<file path="src/rtl/pia_pkg.sv">
/*
 Shared constants and types for the priority interrupt arbiter and its
 requester end. Assumes a 16-bit word machine with a 3-bit priority field.
*/
package pia_pkg;
   localparam int          NUM_REQ_LINES   = 5;
   localparam int          NUM_INT_LEVELS  = 4;
   localparam int          WORD_W          = 16;
   localparam int          PRIO_HI         = 7;
   localparam int          PRIO_LO         = 5;
   localparam logic [2:0]  LOWEST_INT_LVL  = 3'h4;
   localparam logic [15:0] POWER_VECTOR    = 16'h0014;
   localparam logic [15:0] VECTOR_STEP     = 16'h0002;
   localparam logic [15:0] STACK_STEP      = 16'h0002;
   localparam logic [15:0] PSW_RESET       = 16'h00e0;
   localparam logic [15:0] PC_RESET        = 16'h0000;
   localparam logic [15:0] SP_RESET        = 16'h1000;
   localparam int          CLK_PERIOD_NS   = 10;
   localparam int          POWER_SAVE_MS   = 2;
   localparam int          POWER_SAVE_CYC  = POWER_SAVE_MS * 1000000 / CLK_PERIOD_NS;

   typedef enum logic [1:0] {
      PIA_MEM_READ,
      PIA_MEM_WRITE,
      PIA_MEM_RMW
   } pia_mem_op_t;
endpackage

</file>
<file path="src/rtl/pia_bus_if.sv">
/*
 Interlocked system bus between the arbiter (processor end) and the
 requester end. Every request line has a grant; every master strobe is
 answered by dm_ack; every intr_cmd by intr_ack.
*/
`timescale 1ns/1ps
interface pia_bus_if;
   logic [4:0]  request;
   logic [4:0]  grant;
   logic        bus_busy;
   logic        intr_cmd;
   logic [15:0] intr_vector;
   logic        intr_ack;
   logic        dm_strobe;
   logic        dm_write;
   logic [15:0] dm_addr;
   logic [15:0] dm_wdata;
   logic [15:0] dm_rdata;
   logic        dm_ack;

   modport cpu (
      input  request,
      output grant,
      input  bus_busy,
      input  intr_cmd,
      input  intr_vector,
      output intr_ack,
      input  dm_strobe,
      input  dm_write,
      input  dm_addr,
      input  dm_wdata,
      output dm_rdata,
      output dm_ack
   );
   modport dev (
      output request,
      input  grant,
      output bus_busy,
      output intr_cmd,
      output intr_vector,
      input  intr_ack,
      output dm_strobe,
      output dm_write,
      output dm_addr,
      output dm_wdata,
      input  dm_rdata,
      input  dm_ack
   );
endinterface

</file>
<file path="src/rtl/pia_arbiter.sv">
/*
 Processor-end priority arbiter with vectored interrupt entry, return,
 nesting and power traps. Assumes a memory with one-cycle interlocked
 answer on the mem_* port and an instruction sequencer on the cpu_* port.
*/
// Function
// - Five request lines, direct memory highest
// - Direct memory granted between bus cycles
// - No release inside read-modify-write
// - Priority held in status bits 7..5
// - Levels at or below priority refused
// - Nearest device on a line granted
// - Acknowledge highest level above priority
// - Devices interrupt on levels seven to four
// - Master sends command with vector address
// - Copy status and counter to temporaries
// - Load vector, push old, start routine
// - Return pops two words into counter, status
// - Higher request may nest after load
// - Vector is routine address then status
// - Power fail traps through 24
// - Power return traps through 24 again
// - Direct memory leaves processor state unchanged
// - Devices provide software request enables
// - Every master strobe answered by slave
`timescale 1ns/1ps
module pia_arbiter (
   // Clock and reset
   input  wire logic        clk,
   input  wire logic        reset,
   // System bus
   pia_bus_if.cpu           bus,
   // Instruction sequencer
   input  wire logic        cpu_bus_cycle_end,
   input  wire logic        cpu_rmw_active,
   input  wire logic        cpu_instr_end,
   input  wire logic        cpu_rti,
   input  wire logic        cpu_psw_write,
   input  wire logic [15:0] cpu_psw_wdata,
   output      logic        cpu_hold,
   output      logic        cpu_rti_done,
   // Power monitor
   input  wire logic        power_fail,
   // Memory
   output      logic        mem_strobe,
   output      logic        mem_write,
   output      logic [15:0] mem_addr,
   output      logic [15:0] mem_wdata,
   input  wire logic [15:0] mem_rdata,
   input  wire logic        mem_ack,
   // Processor state
   output      logic [15:0] program_counter,
   output      logic [15:0] processor_status_word,
   output      logic [15:0] stack_pointer,
   output      logic        power_save_window
);
   typedef enum logic [3:0] {
      RUN, DM_GRANT, INT_GRANT, INT_WAIT, LOAD_PC, LOAD_PSW,
      PUSH_PSW, PUSH_PC, POP_PC, POP_PSW
   } pia_state_t;

   pia_state_t  state, next_state;
   logic [4:0]  grant, next_grant;
   logic [15:0] vector, next_vector;
   logic [15:0] tmp_pc, next_tmp_pc;
   logic [15:0] tmp_psw, next_tmp_psw;
   logic [15:0] next_pc, next_psw, next_sp;
   logic        power_prev, next_power_prev;
   logic        power_pending, next_power_pending;
   logic [31:0] save_cnt, next_save_cnt;
   logic [2:0]  prio;
   logic [2:0]  best_lvl;
   logic        best_valid;
   logic        intr_ack, next_intr_ack;

   assign prio = processor_status_word[pia_pkg::PRIO_HI:pia_pkg::PRIO_LO];

   // Highest pending level strictly above the processor priority.
   always_comb begin
      best_valid = 1'b0;
      best_lvl   = 3'h0;
      for (int i = 0; i < pia_pkg::NUM_INT_LEVELS; i++) begin
         if (bus.request[i] && (3'(i) + pia_pkg::LOWEST_INT_LVL > prio)) begin
            best_valid = 1'b1;
            best_lvl   = 3'(i) + pia_pkg::LOWEST_INT_LVL;
         end
      end
   end

   assign bus.grant    = grant;
   assign bus.intr_ack = intr_ack;
   assign bus.dm_rdata = mem_rdata;
   assign bus.dm_ack   = (state == DM_GRANT) && mem_ack;
   assign cpu_hold     = (state != RUN);

   always_comb begin
      next_state         = state;
      next_grant         = grant;
      next_vector        = vector;
      next_tmp_pc        = tmp_pc;
      next_tmp_psw       = tmp_psw;
      next_pc            = program_counter;
      next_psw           = processor_status_word;
      next_sp            = stack_pointer;
      next_power_prev    = power_fail;
      next_power_pending = power_pending;
      next_intr_ack      = 1'b0;
      next_save_cnt      = (save_cnt != 32'h0) ? save_cnt - 32'h1 : 32'h0;
      cpu_rti_done       = 1'b0;
      mem_strobe         = 1'b0;
      mem_write          = 1'b0;
      mem_addr           = 16'h0;
      mem_wdata          = 16'h0;
      if (power_fail != power_prev) begin
         next_power_pending = 1'b1;
      end
      unique case (state)
         RUN: begin
            if (cpu_psw_write) begin
               next_psw = cpu_psw_wdata;
            end
            // Direct memory wins at any bus-cycle end outside a read-modify-write.
            if (bus.request[4] && cpu_bus_cycle_end && !cpu_rmw_active) begin
               next_grant = 5'h10;
               next_state = DM_GRANT;
            end else if (cpu_instr_end && power_pending) begin
               // A fresh power edge in this very cycle stays pending for the next trap.
               next_power_pending = (power_fail != power_prev);
               next_vector        = pia_pkg::POWER_VECTOR;
               if (power_fail) begin
                  next_save_cnt = 32'(pia_pkg::POWER_SAVE_CYC);
               end
               next_tmp_pc  = program_counter;
               next_tmp_psw = processor_status_word;
               next_state   = LOAD_PC;
            end else if (cpu_instr_end && cpu_rti) begin
               next_state = POP_PC;
            end else if (cpu_instr_end && best_valid) begin
               next_grant = 5'(1) << (best_lvl - pia_pkg::LOWEST_INT_LVL);
               next_state = INT_GRANT;
            end
         end
         DM_GRANT: begin
            mem_strobe = bus.dm_strobe;
            mem_write  = bus.dm_write;
            mem_addr   = bus.dm_addr;
            mem_wdata  = bus.dm_wdata;
            if (bus.bus_busy) begin
               next_grant = 5'h0;
            end else if (grant == 5'h0) begin
               next_state = RUN;
            end
         end
         INT_GRANT: begin
            if (bus.bus_busy) begin
               next_grant = 5'h0;
               next_state = INT_WAIT;
            end
         end
         INT_WAIT: begin
            if (bus.intr_cmd) begin
               next_vector   = bus.intr_vector;
               next_intr_ack = 1'b1;
               next_tmp_pc   = program_counter;
               next_tmp_psw  = processor_status_word;
               next_state    = LOAD_PC;
            end else if (!bus.bus_busy) begin
               next_state = RUN;
            end
         end
         LOAD_PC: begin
            mem_strobe = 1'b1;
            mem_addr   = vector;
            if (mem_ack) begin
               next_pc    = mem_rdata;
               next_state = LOAD_PSW;
            end
         end
         LOAD_PSW: begin
            mem_strobe = 1'b1;
            mem_addr   = vector + pia_pkg::VECTOR_STEP;
            if (mem_ack) begin
               next_psw   = mem_rdata;
               next_state = PUSH_PSW;
            end
         end
         PUSH_PSW: begin
            mem_strobe = 1'b1;
            mem_write  = 1'b1;
            mem_addr   = stack_pointer - pia_pkg::STACK_STEP;
            mem_wdata  = tmp_psw;
            if (mem_ack) begin
               next_sp    = stack_pointer - pia_pkg::STACK_STEP;
               next_state = PUSH_PC;
            end
         end
         PUSH_PC: begin
            mem_strobe = 1'b1;
            mem_write  = 1'b1;
            mem_addr   = stack_pointer - pia_pkg::STACK_STEP;
            mem_wdata  = tmp_pc;
            if (mem_ack) begin
               next_sp    = stack_pointer - pia_pkg::STACK_STEP;
               next_state = RUN;
            end
         end
         POP_PC: begin
            mem_strobe = 1'b1;
            mem_addr   = stack_pointer;
            if (mem_ack) begin
               next_pc    = mem_rdata;
               next_sp    = stack_pointer + pia_pkg::STACK_STEP;
               next_state = POP_PSW;
            end
         end
         POP_PSW: begin
            mem_strobe = 1'b1;
            mem_addr   = stack_pointer;
            if (mem_ack) begin
               next_psw     = mem_rdata;
               next_sp      = stack_pointer + pia_pkg::STACK_STEP;
               cpu_rti_done = 1'b1;
               next_state   = RUN;
            end
         end
      endcase
   end

   always_ff @(posedge clk or posedge reset) begin
      if (reset) begin
         state                 <= RUN;
         grant                 <= 5'h0;
         vector                <= 16'h0;
         tmp_pc                <= 16'h0;
         tmp_psw               <= 16'h0;
         program_counter       <= pia_pkg::PC_RESET;
         processor_status_word <= pia_pkg::PSW_RESET;
         stack_pointer         <= pia_pkg::SP_RESET;
         power_prev            <= 1'b0;
         power_pending         <= 1'b0;
         save_cnt              <= 32'h0;
         intr_ack              <= 1'b0;
      end else begin
         state                 <= next_state;
         grant                 <= next_grant;
         vector                <= next_vector;
         tmp_pc                <= next_tmp_pc;
         tmp_psw               <= next_tmp_psw;
         program_counter       <= next_pc;
         processor_status_word <= next_psw;
         stack_pointer         <= next_sp;
         power_prev            <= next_power_prev;
         power_pending         <= next_power_pending;
         save_cnt              <= next_save_cnt;
         intr_ack              <= next_intr_ack;
      end
   end

   assign power_save_window = (save_cnt != 32'h0);
endmodule

</file>
<file path="src/flat_wrapper.sv">
// flat-port wrapper written by rule: the top's interface ports become plain ports
module pia_arbiter_flat 
  (clk, reset, cpu_bus_cycle_end, cpu_rmw_active, cpu_instr_end, cpu_rti, cpu_psw_write, cpu_psw_wdata, cpu_hold, cpu_rti_done, power_fail, mem_strobe, mem_write, mem_addr, mem_wdata, mem_rdata, mem_ack, program_counter, processor_status_word, stack_pointer, power_save_window, bus_request, bus_grant, bus_bus_busy, bus_intr_cmd, bus_intr_vector, bus_intr_ack, bus_dm_strobe, bus_dm_write, bus_dm_addr, bus_dm_wdata, bus_dm_rdata, bus_dm_ack);
  pia_bus_if bus_i ();
  input  wire logic clk;
  input  wire logic reset;
  input  wire logic cpu_bus_cycle_end;
  input  wire logic cpu_rmw_active;
  input  wire logic cpu_instr_end;
  input  wire logic cpu_rti;
  input  wire logic cpu_psw_write;
  input  wire logic [15:0] cpu_psw_wdata;
  output      logic cpu_hold;
  output      logic cpu_rti_done;
  input  wire logic power_fail;
  output      logic mem_strobe;
  output      logic mem_write;
  output      logic [15:0] mem_addr;
  output      logic [15:0] mem_wdata;
  input  wire logic [15:0] mem_rdata;
  input  wire logic mem_ack;
  output      logic [15:0] program_counter;
  output      logic [15:0] processor_status_word;
  output      logic [15:0] stack_pointer;
  output      logic power_save_window;
  input wire logic [$bits(bus_i.request)-1:0] bus_request;
  output wire logic [$bits(bus_i.grant)-1:0] bus_grant;
  input wire logic [$bits(bus_i.bus_busy)-1:0] bus_bus_busy;
  input wire logic [$bits(bus_i.intr_cmd)-1:0] bus_intr_cmd;
  input wire logic [$bits(bus_i.intr_vector)-1:0] bus_intr_vector;
  output wire logic [$bits(bus_i.intr_ack)-1:0] bus_intr_ack;
  input wire logic [$bits(bus_i.dm_strobe)-1:0] bus_dm_strobe;
  input wire logic [$bits(bus_i.dm_write)-1:0] bus_dm_write;
  input wire logic [$bits(bus_i.dm_addr)-1:0] bus_dm_addr;
  input wire logic [$bits(bus_i.dm_wdata)-1:0] bus_dm_wdata;
  output wire logic [$bits(bus_i.dm_rdata)-1:0] bus_dm_rdata;
  output wire logic [$bits(bus_i.dm_ack)-1:0] bus_dm_ack;
  assign bus_i.request = bus_request;
  assign bus_grant = bus_i.grant;
  assign bus_i.bus_busy = bus_bus_busy;
  assign bus_i.intr_cmd = bus_intr_cmd;
  assign bus_i.intr_vector = bus_intr_vector;
  assign bus_intr_ack = bus_i.intr_ack;
  assign bus_i.dm_strobe = bus_dm_strobe;
  assign bus_i.dm_write = bus_dm_write;
  assign bus_i.dm_addr = bus_dm_addr;
  assign bus_i.dm_wdata = bus_dm_wdata;
  assign bus_dm_rdata = bus_i.dm_rdata;
  assign bus_dm_ack = bus_i.dm_ack;
  pia_arbiter u_core (.clk(clk), .reset(reset), .bus(bus_i), .cpu_bus_cycle_end(cpu_bus_cycle_end), .cpu_rmw_active(cpu_rmw_active), .cpu_instr_end(cpu_instr_end), .cpu_rti(cpu_rti), .cpu_psw_write(cpu_psw_write), .cpu_psw_wdata(cpu_psw_wdata), .cpu_hold(cpu_hold), .cpu_rti_done(cpu_rti_done), .power_fail(power_fail), .mem_strobe(mem_strobe), .mem_write(mem_write), .mem_addr(mem_addr), .mem_wdata(mem_wdata), .mem_rdata(mem_rdata), .mem_ack(mem_ack), .program_counter(program_counter), .processor_status_word(processor_status_word), .stack_pointer(stack_pointer), .power_save_window(power_save_window));
endmodule
</file>
<file path="config.mk">
export PLATFORM = sky130hd
export DESIGN_NAME = pia_arbiter_flat
export DESIGN_NICKNAME = d
export VERILOG_FILES = /design/src/rtl/pia_pkg.sv /design/src/rtl/pia_bus_if.sv /design/src/rtl/pia_arbiter.sv /design/src/flat_wrapper.sv
export SDC_FILE = /design/constraint.sdc
export NUM_CORES = 1
export LEC_CHECK = 0
export BUFFER_PORTS_ARGS = -buffer_cell sky130_fd_sc_hd__buf_2
export CAP_MARGIN = 20
export CORE_MARGIN = 8
export CORE_UTILIZATION = 45
export CTS_CLUSTER_DIAMETER = 200
export DETAILED_ROUTE_END_ITERATION = 8
export PLACE_DENSITY = 0.66
export REMOVE_ABC_BUFFERS = 1
export SLEW_MARGIN = 5
export SYNTH_ARGS = -nofsm -noshare
export SYNTH_HDL_FRONTEND = slang
export SYNTH_SLANG_ARGS = --single-unit
</file>
<file path="constraint.sdc">
create_clock -name clk -period 10.1 [get_ports clk]
set_clock_uncertainty 0.15 [all_clocks]
set_input_delay 1.515 -clock clk [delete_from_list [all_inputs] [get_ports clk]]
set_output_delay 1.515 -clock clk [all_outputs]
set_load 0.01 [all_outputs]
</file>
==> flow_summary.yaml <==
logic_synthesis:
  synthArstFlopShare_pct: 100
  synth.distinct_cells: 69
  synth.cell_area_sq_um: 7930
  synthFlopType: "dfrtp_1"
  synth-adder-area-share_pct: 0.916
  synth_cells: 838
  yosys_warnings: 0
  synth.avg_cell_area_sq_um: 9.46
  synth-simple-area-share_pct: 18.8
  synth_top_family_by_area: "simple AND/OR/NAND/NOR gates"
  synth-compound-area-share_pct: 14.1
  synth_edf_count: 0
  yosysSeqAreaShare_pct: 44.0
  synth-seq-cells: 139
  synthMuxAreaShare_pct: 9.79
  synthXorXnorAreaFrac_pct: 5.75
route:
  vias_per_cell: 5.71
  antenna_left: 0
  wl_mm: 23.5
  drt-wirelength-per-cell_microns: 19.0
  drtPass1Iterations: 5
  drc_errors: 0
  num_vias: 7040
  drtIter0Drc: 486
layout:
  syn_to_final_growth_pct: 20.2
  final-seq-area_sq_um: 3480
  fillers: 1556
  drive_above_1_share_pct: 31.8
  multi_input_area_sq_um: 3960
  final_area_sq_um: 9520
  mostFrequentLayoutCells: "buf_2 (205), dfrtp_1 (135), nand2_1 (76)"
  final_common_cell: "buf_2"
  layout.nets: 1099
  stdcell_count: 1232
  antenna_cells: 0
grt:
  grt_pass1_wl_mm: 37.8
  grt_max_degree: 76
  overflow: 0
  grt_usage_pct: 21.4
  grt_pass1_vias: 7124
  antenna_found_initial: 2
floorplanning:
  core_area_sq_um: 17200
  die_x_microns: 149
  dieArea_sq_um: 22100
  initial_utilization_pct: 46.0
  io_pins: 206
  rows: 48
  die-height_microns: 149
critical_path:
  r2r_end: "u_core.tmp_psw[12]$_DFFE_PP0P_"
  required_ps: 8440
  cp_data_arrival_time_ps: 3210
  slowest_delay_ps: 620
  path_class: "reg2out"
  crit_fanout: 11
  critPathSlowestCell: "or4_1"
  reg2regPathDepth: 5
  r2r-start: "u_core.state[2]$_DFFE_PP0P_"
  end_kind: "output port"
  rrSetupSlack_ps: 6570
  path_cells: "or4_4 > or4_1 > or4b_4 > a31oi_1 > nand2_1 > buf_2"
  crit_path_start_kind: "register"
timing:
  period_needed_ps: 4880
  setup_viol: 0
  slew_headroom_pct: 31.2
  drv_slew: 0
  setup_tns_ps: 0
  hold_violations: 0
  fin_hold_ws_ps: 324
  post-route-period-util_pct: 48.3
  max_freq_mhz: 205
  worst_pin_slew_ps: 1030
  rsz0062_at_grt: "no"
power_and_ir_drop:
  power.internal_mw: 1.69
  p_switching_mw: 1.19
  pwr-share-clk_pct: 21.3
  ir_worst_vdd_mv: 0.152
  combPwrFrac_pct: 41.8
  p_seq_share_pct: 36.9
  p_sw_share_pct: 41.2
  power.density_nw_per_um2: 303
  p_leak_nw: 4.46
clocking:
  cts_max_path_buffers: 2
  cts_sinks: 139
  clock_latency_ps: 410
  numCtsBuffers: 17
  clk_pin_slew_ps: 60
  cts_setup_buffers: 0
  cts_resized: 0
  h-tree-depth: 4
  cts-hold-fix-buffers: 0
  cts_root_buffer: "clkbuf_16"
  cts_tree: "yes"
placed_design:
  postPlaceCellArea_sq_um: 8950
  finalWeightedCongestion: 0.908
  post-dp-hpwl_mm: 17.0
  io_buffers: 204
  place_inst: 1202
hold_path:
  hp-class: "reg2reg"
  whs_endpoint: "u_core.power_pending$_DFF_PP0_"
  worstHoldStart: "u_core.power_prev$_DFF_PP0_"
  hold_path_depth: 2
run_status:
  outcome: "complete, no violations"
run:
  drv_cap: 0
==> power by group through the flow <==
stage / Sequential [mW] / Clock, mW / Combinational [mW]
after floorplan: 1.03 / 0 / 0.726
after global placement: 1.06 / 0 / 1.19
after detailed placement: 1.07 / 0 / 1.21
after CTS: 1.06 / 0.626 / 1.21
after global routing: 1.10 / 0.653 / 1.34
final: 1.06 / 0.614 / 1.20
==> cell families after synthesis <==
logic type / Yosys count
and+or+nand+nor: 291
AOI/OAI and AO/OA: 171
DFF: 139
buffers and inverters: 107
muxes: 71
xor gates and xnor gates: 52
adders and majority gates: 6
other: 1
==> worst max-delay path by stage <==
stage,start,to,slack (ps),cells past startpoint
3_3_place_gp,u_core.stack_pointer[1]$_DFFE_PP0P_,mem_addr[12],5720,6
3_5_place_dp,u_core.stack_pointer[1]$_DFFE_PP0P_,mem_addr[12],5690,6
2_1_floorplan,cpu_rmw_active,u_core.tmp_pc[0]$_DFFE_PP0P_,4670,4
5_1_grt,u_core.stack_pointer[1]$_DFFE_PP0P_,mem_addr[9],5020,8
6_report,u_core.stack_pointer[1]$_DFFE_PP0P_,mem_addr[12],5220,6
4_1_cts,u_core.stack_pointer[1]$_DFFE_PP0P_,mem_addr[12],5250,6
==> synth_stat cells (18+ instances only) <==
cell	instances	share of area (%)
dfrtp_1	135	43
nand2_1	76	3.6
nor2_1	75	3.6
mux2_2	52	7.4
a21oi_1	48	3.0
o21ai_0	45	2.8
clkbuf_1	41	1.9
inv_1	31	1.5
xor2_1	31	3.4
xnor2_1	21	2.3
mux2i_1	19	2.4
nand4_1	19	1.5
buf_4	18	1.7
==> routing by layer <==
| layer | vias to the layer above | wire length [microns] | global-route usage [%] |
|---|---|---|---|
| met3 | 31 | 2210 | 6.41 |
| met5 | - | 20 | 0 |
| li1 | 3318 | - | - |
| met1 | 3387 | 10300 | 27.7 |
| met4 | 4 | 303 | 6.43 |
| met2 | 300 | 10600 | 33.7 |
==> state kept, by name, summed over array words and instances, names as in the netlist <==
| signal | cells |
|---|---|
| u_core.power_pending | 1 |
| u_core.tmp_psw | 16 |
| u_core.stack_pointer | 15 |
| u_core.vector | 16 |
| u_core.bus.intr_ack | 1 |
| u_core.program_counter | 16 |
| u_core.tmp_pc | 16 |
| u_core.state | 4 |
| u_core.processor_status_word | 16 |
| u_core.save_cnt | 32 |
| u_core.power_prev | 1 |
| u_core.bus.grant | 5 |
==> per-stage QoR <==
step	setup slack (ps)	utilization (%)	power [mW]
floorplan	4670	-	1.76
global placement	5720	51.8	2.25
detailed placement	5690	51.9	2.27
CTS	5250	55.2	2.90
global route	5020	55.2	3.09
finish	5220	55.2	2.88
==> critical path: cells and delay by family, from the launching register on <==
family,cells,cell delay [ps]
AOI/OAI and AO/OA,1,260
buffers and inverters,1,150
DFF,1,490
and+or+nand+nor,4,1910
==> layout make-up <==
type,count,share of cell area [%]
inverters,31,1.27
clock buffers,20,4.80
repair buffers,215,11.6
clock inverters,10,1.24
multi-input cells,592,41.6
flip-flops and latches,139,36.6
well taps,225,2.96
Power figures use the tool's default switching activity.
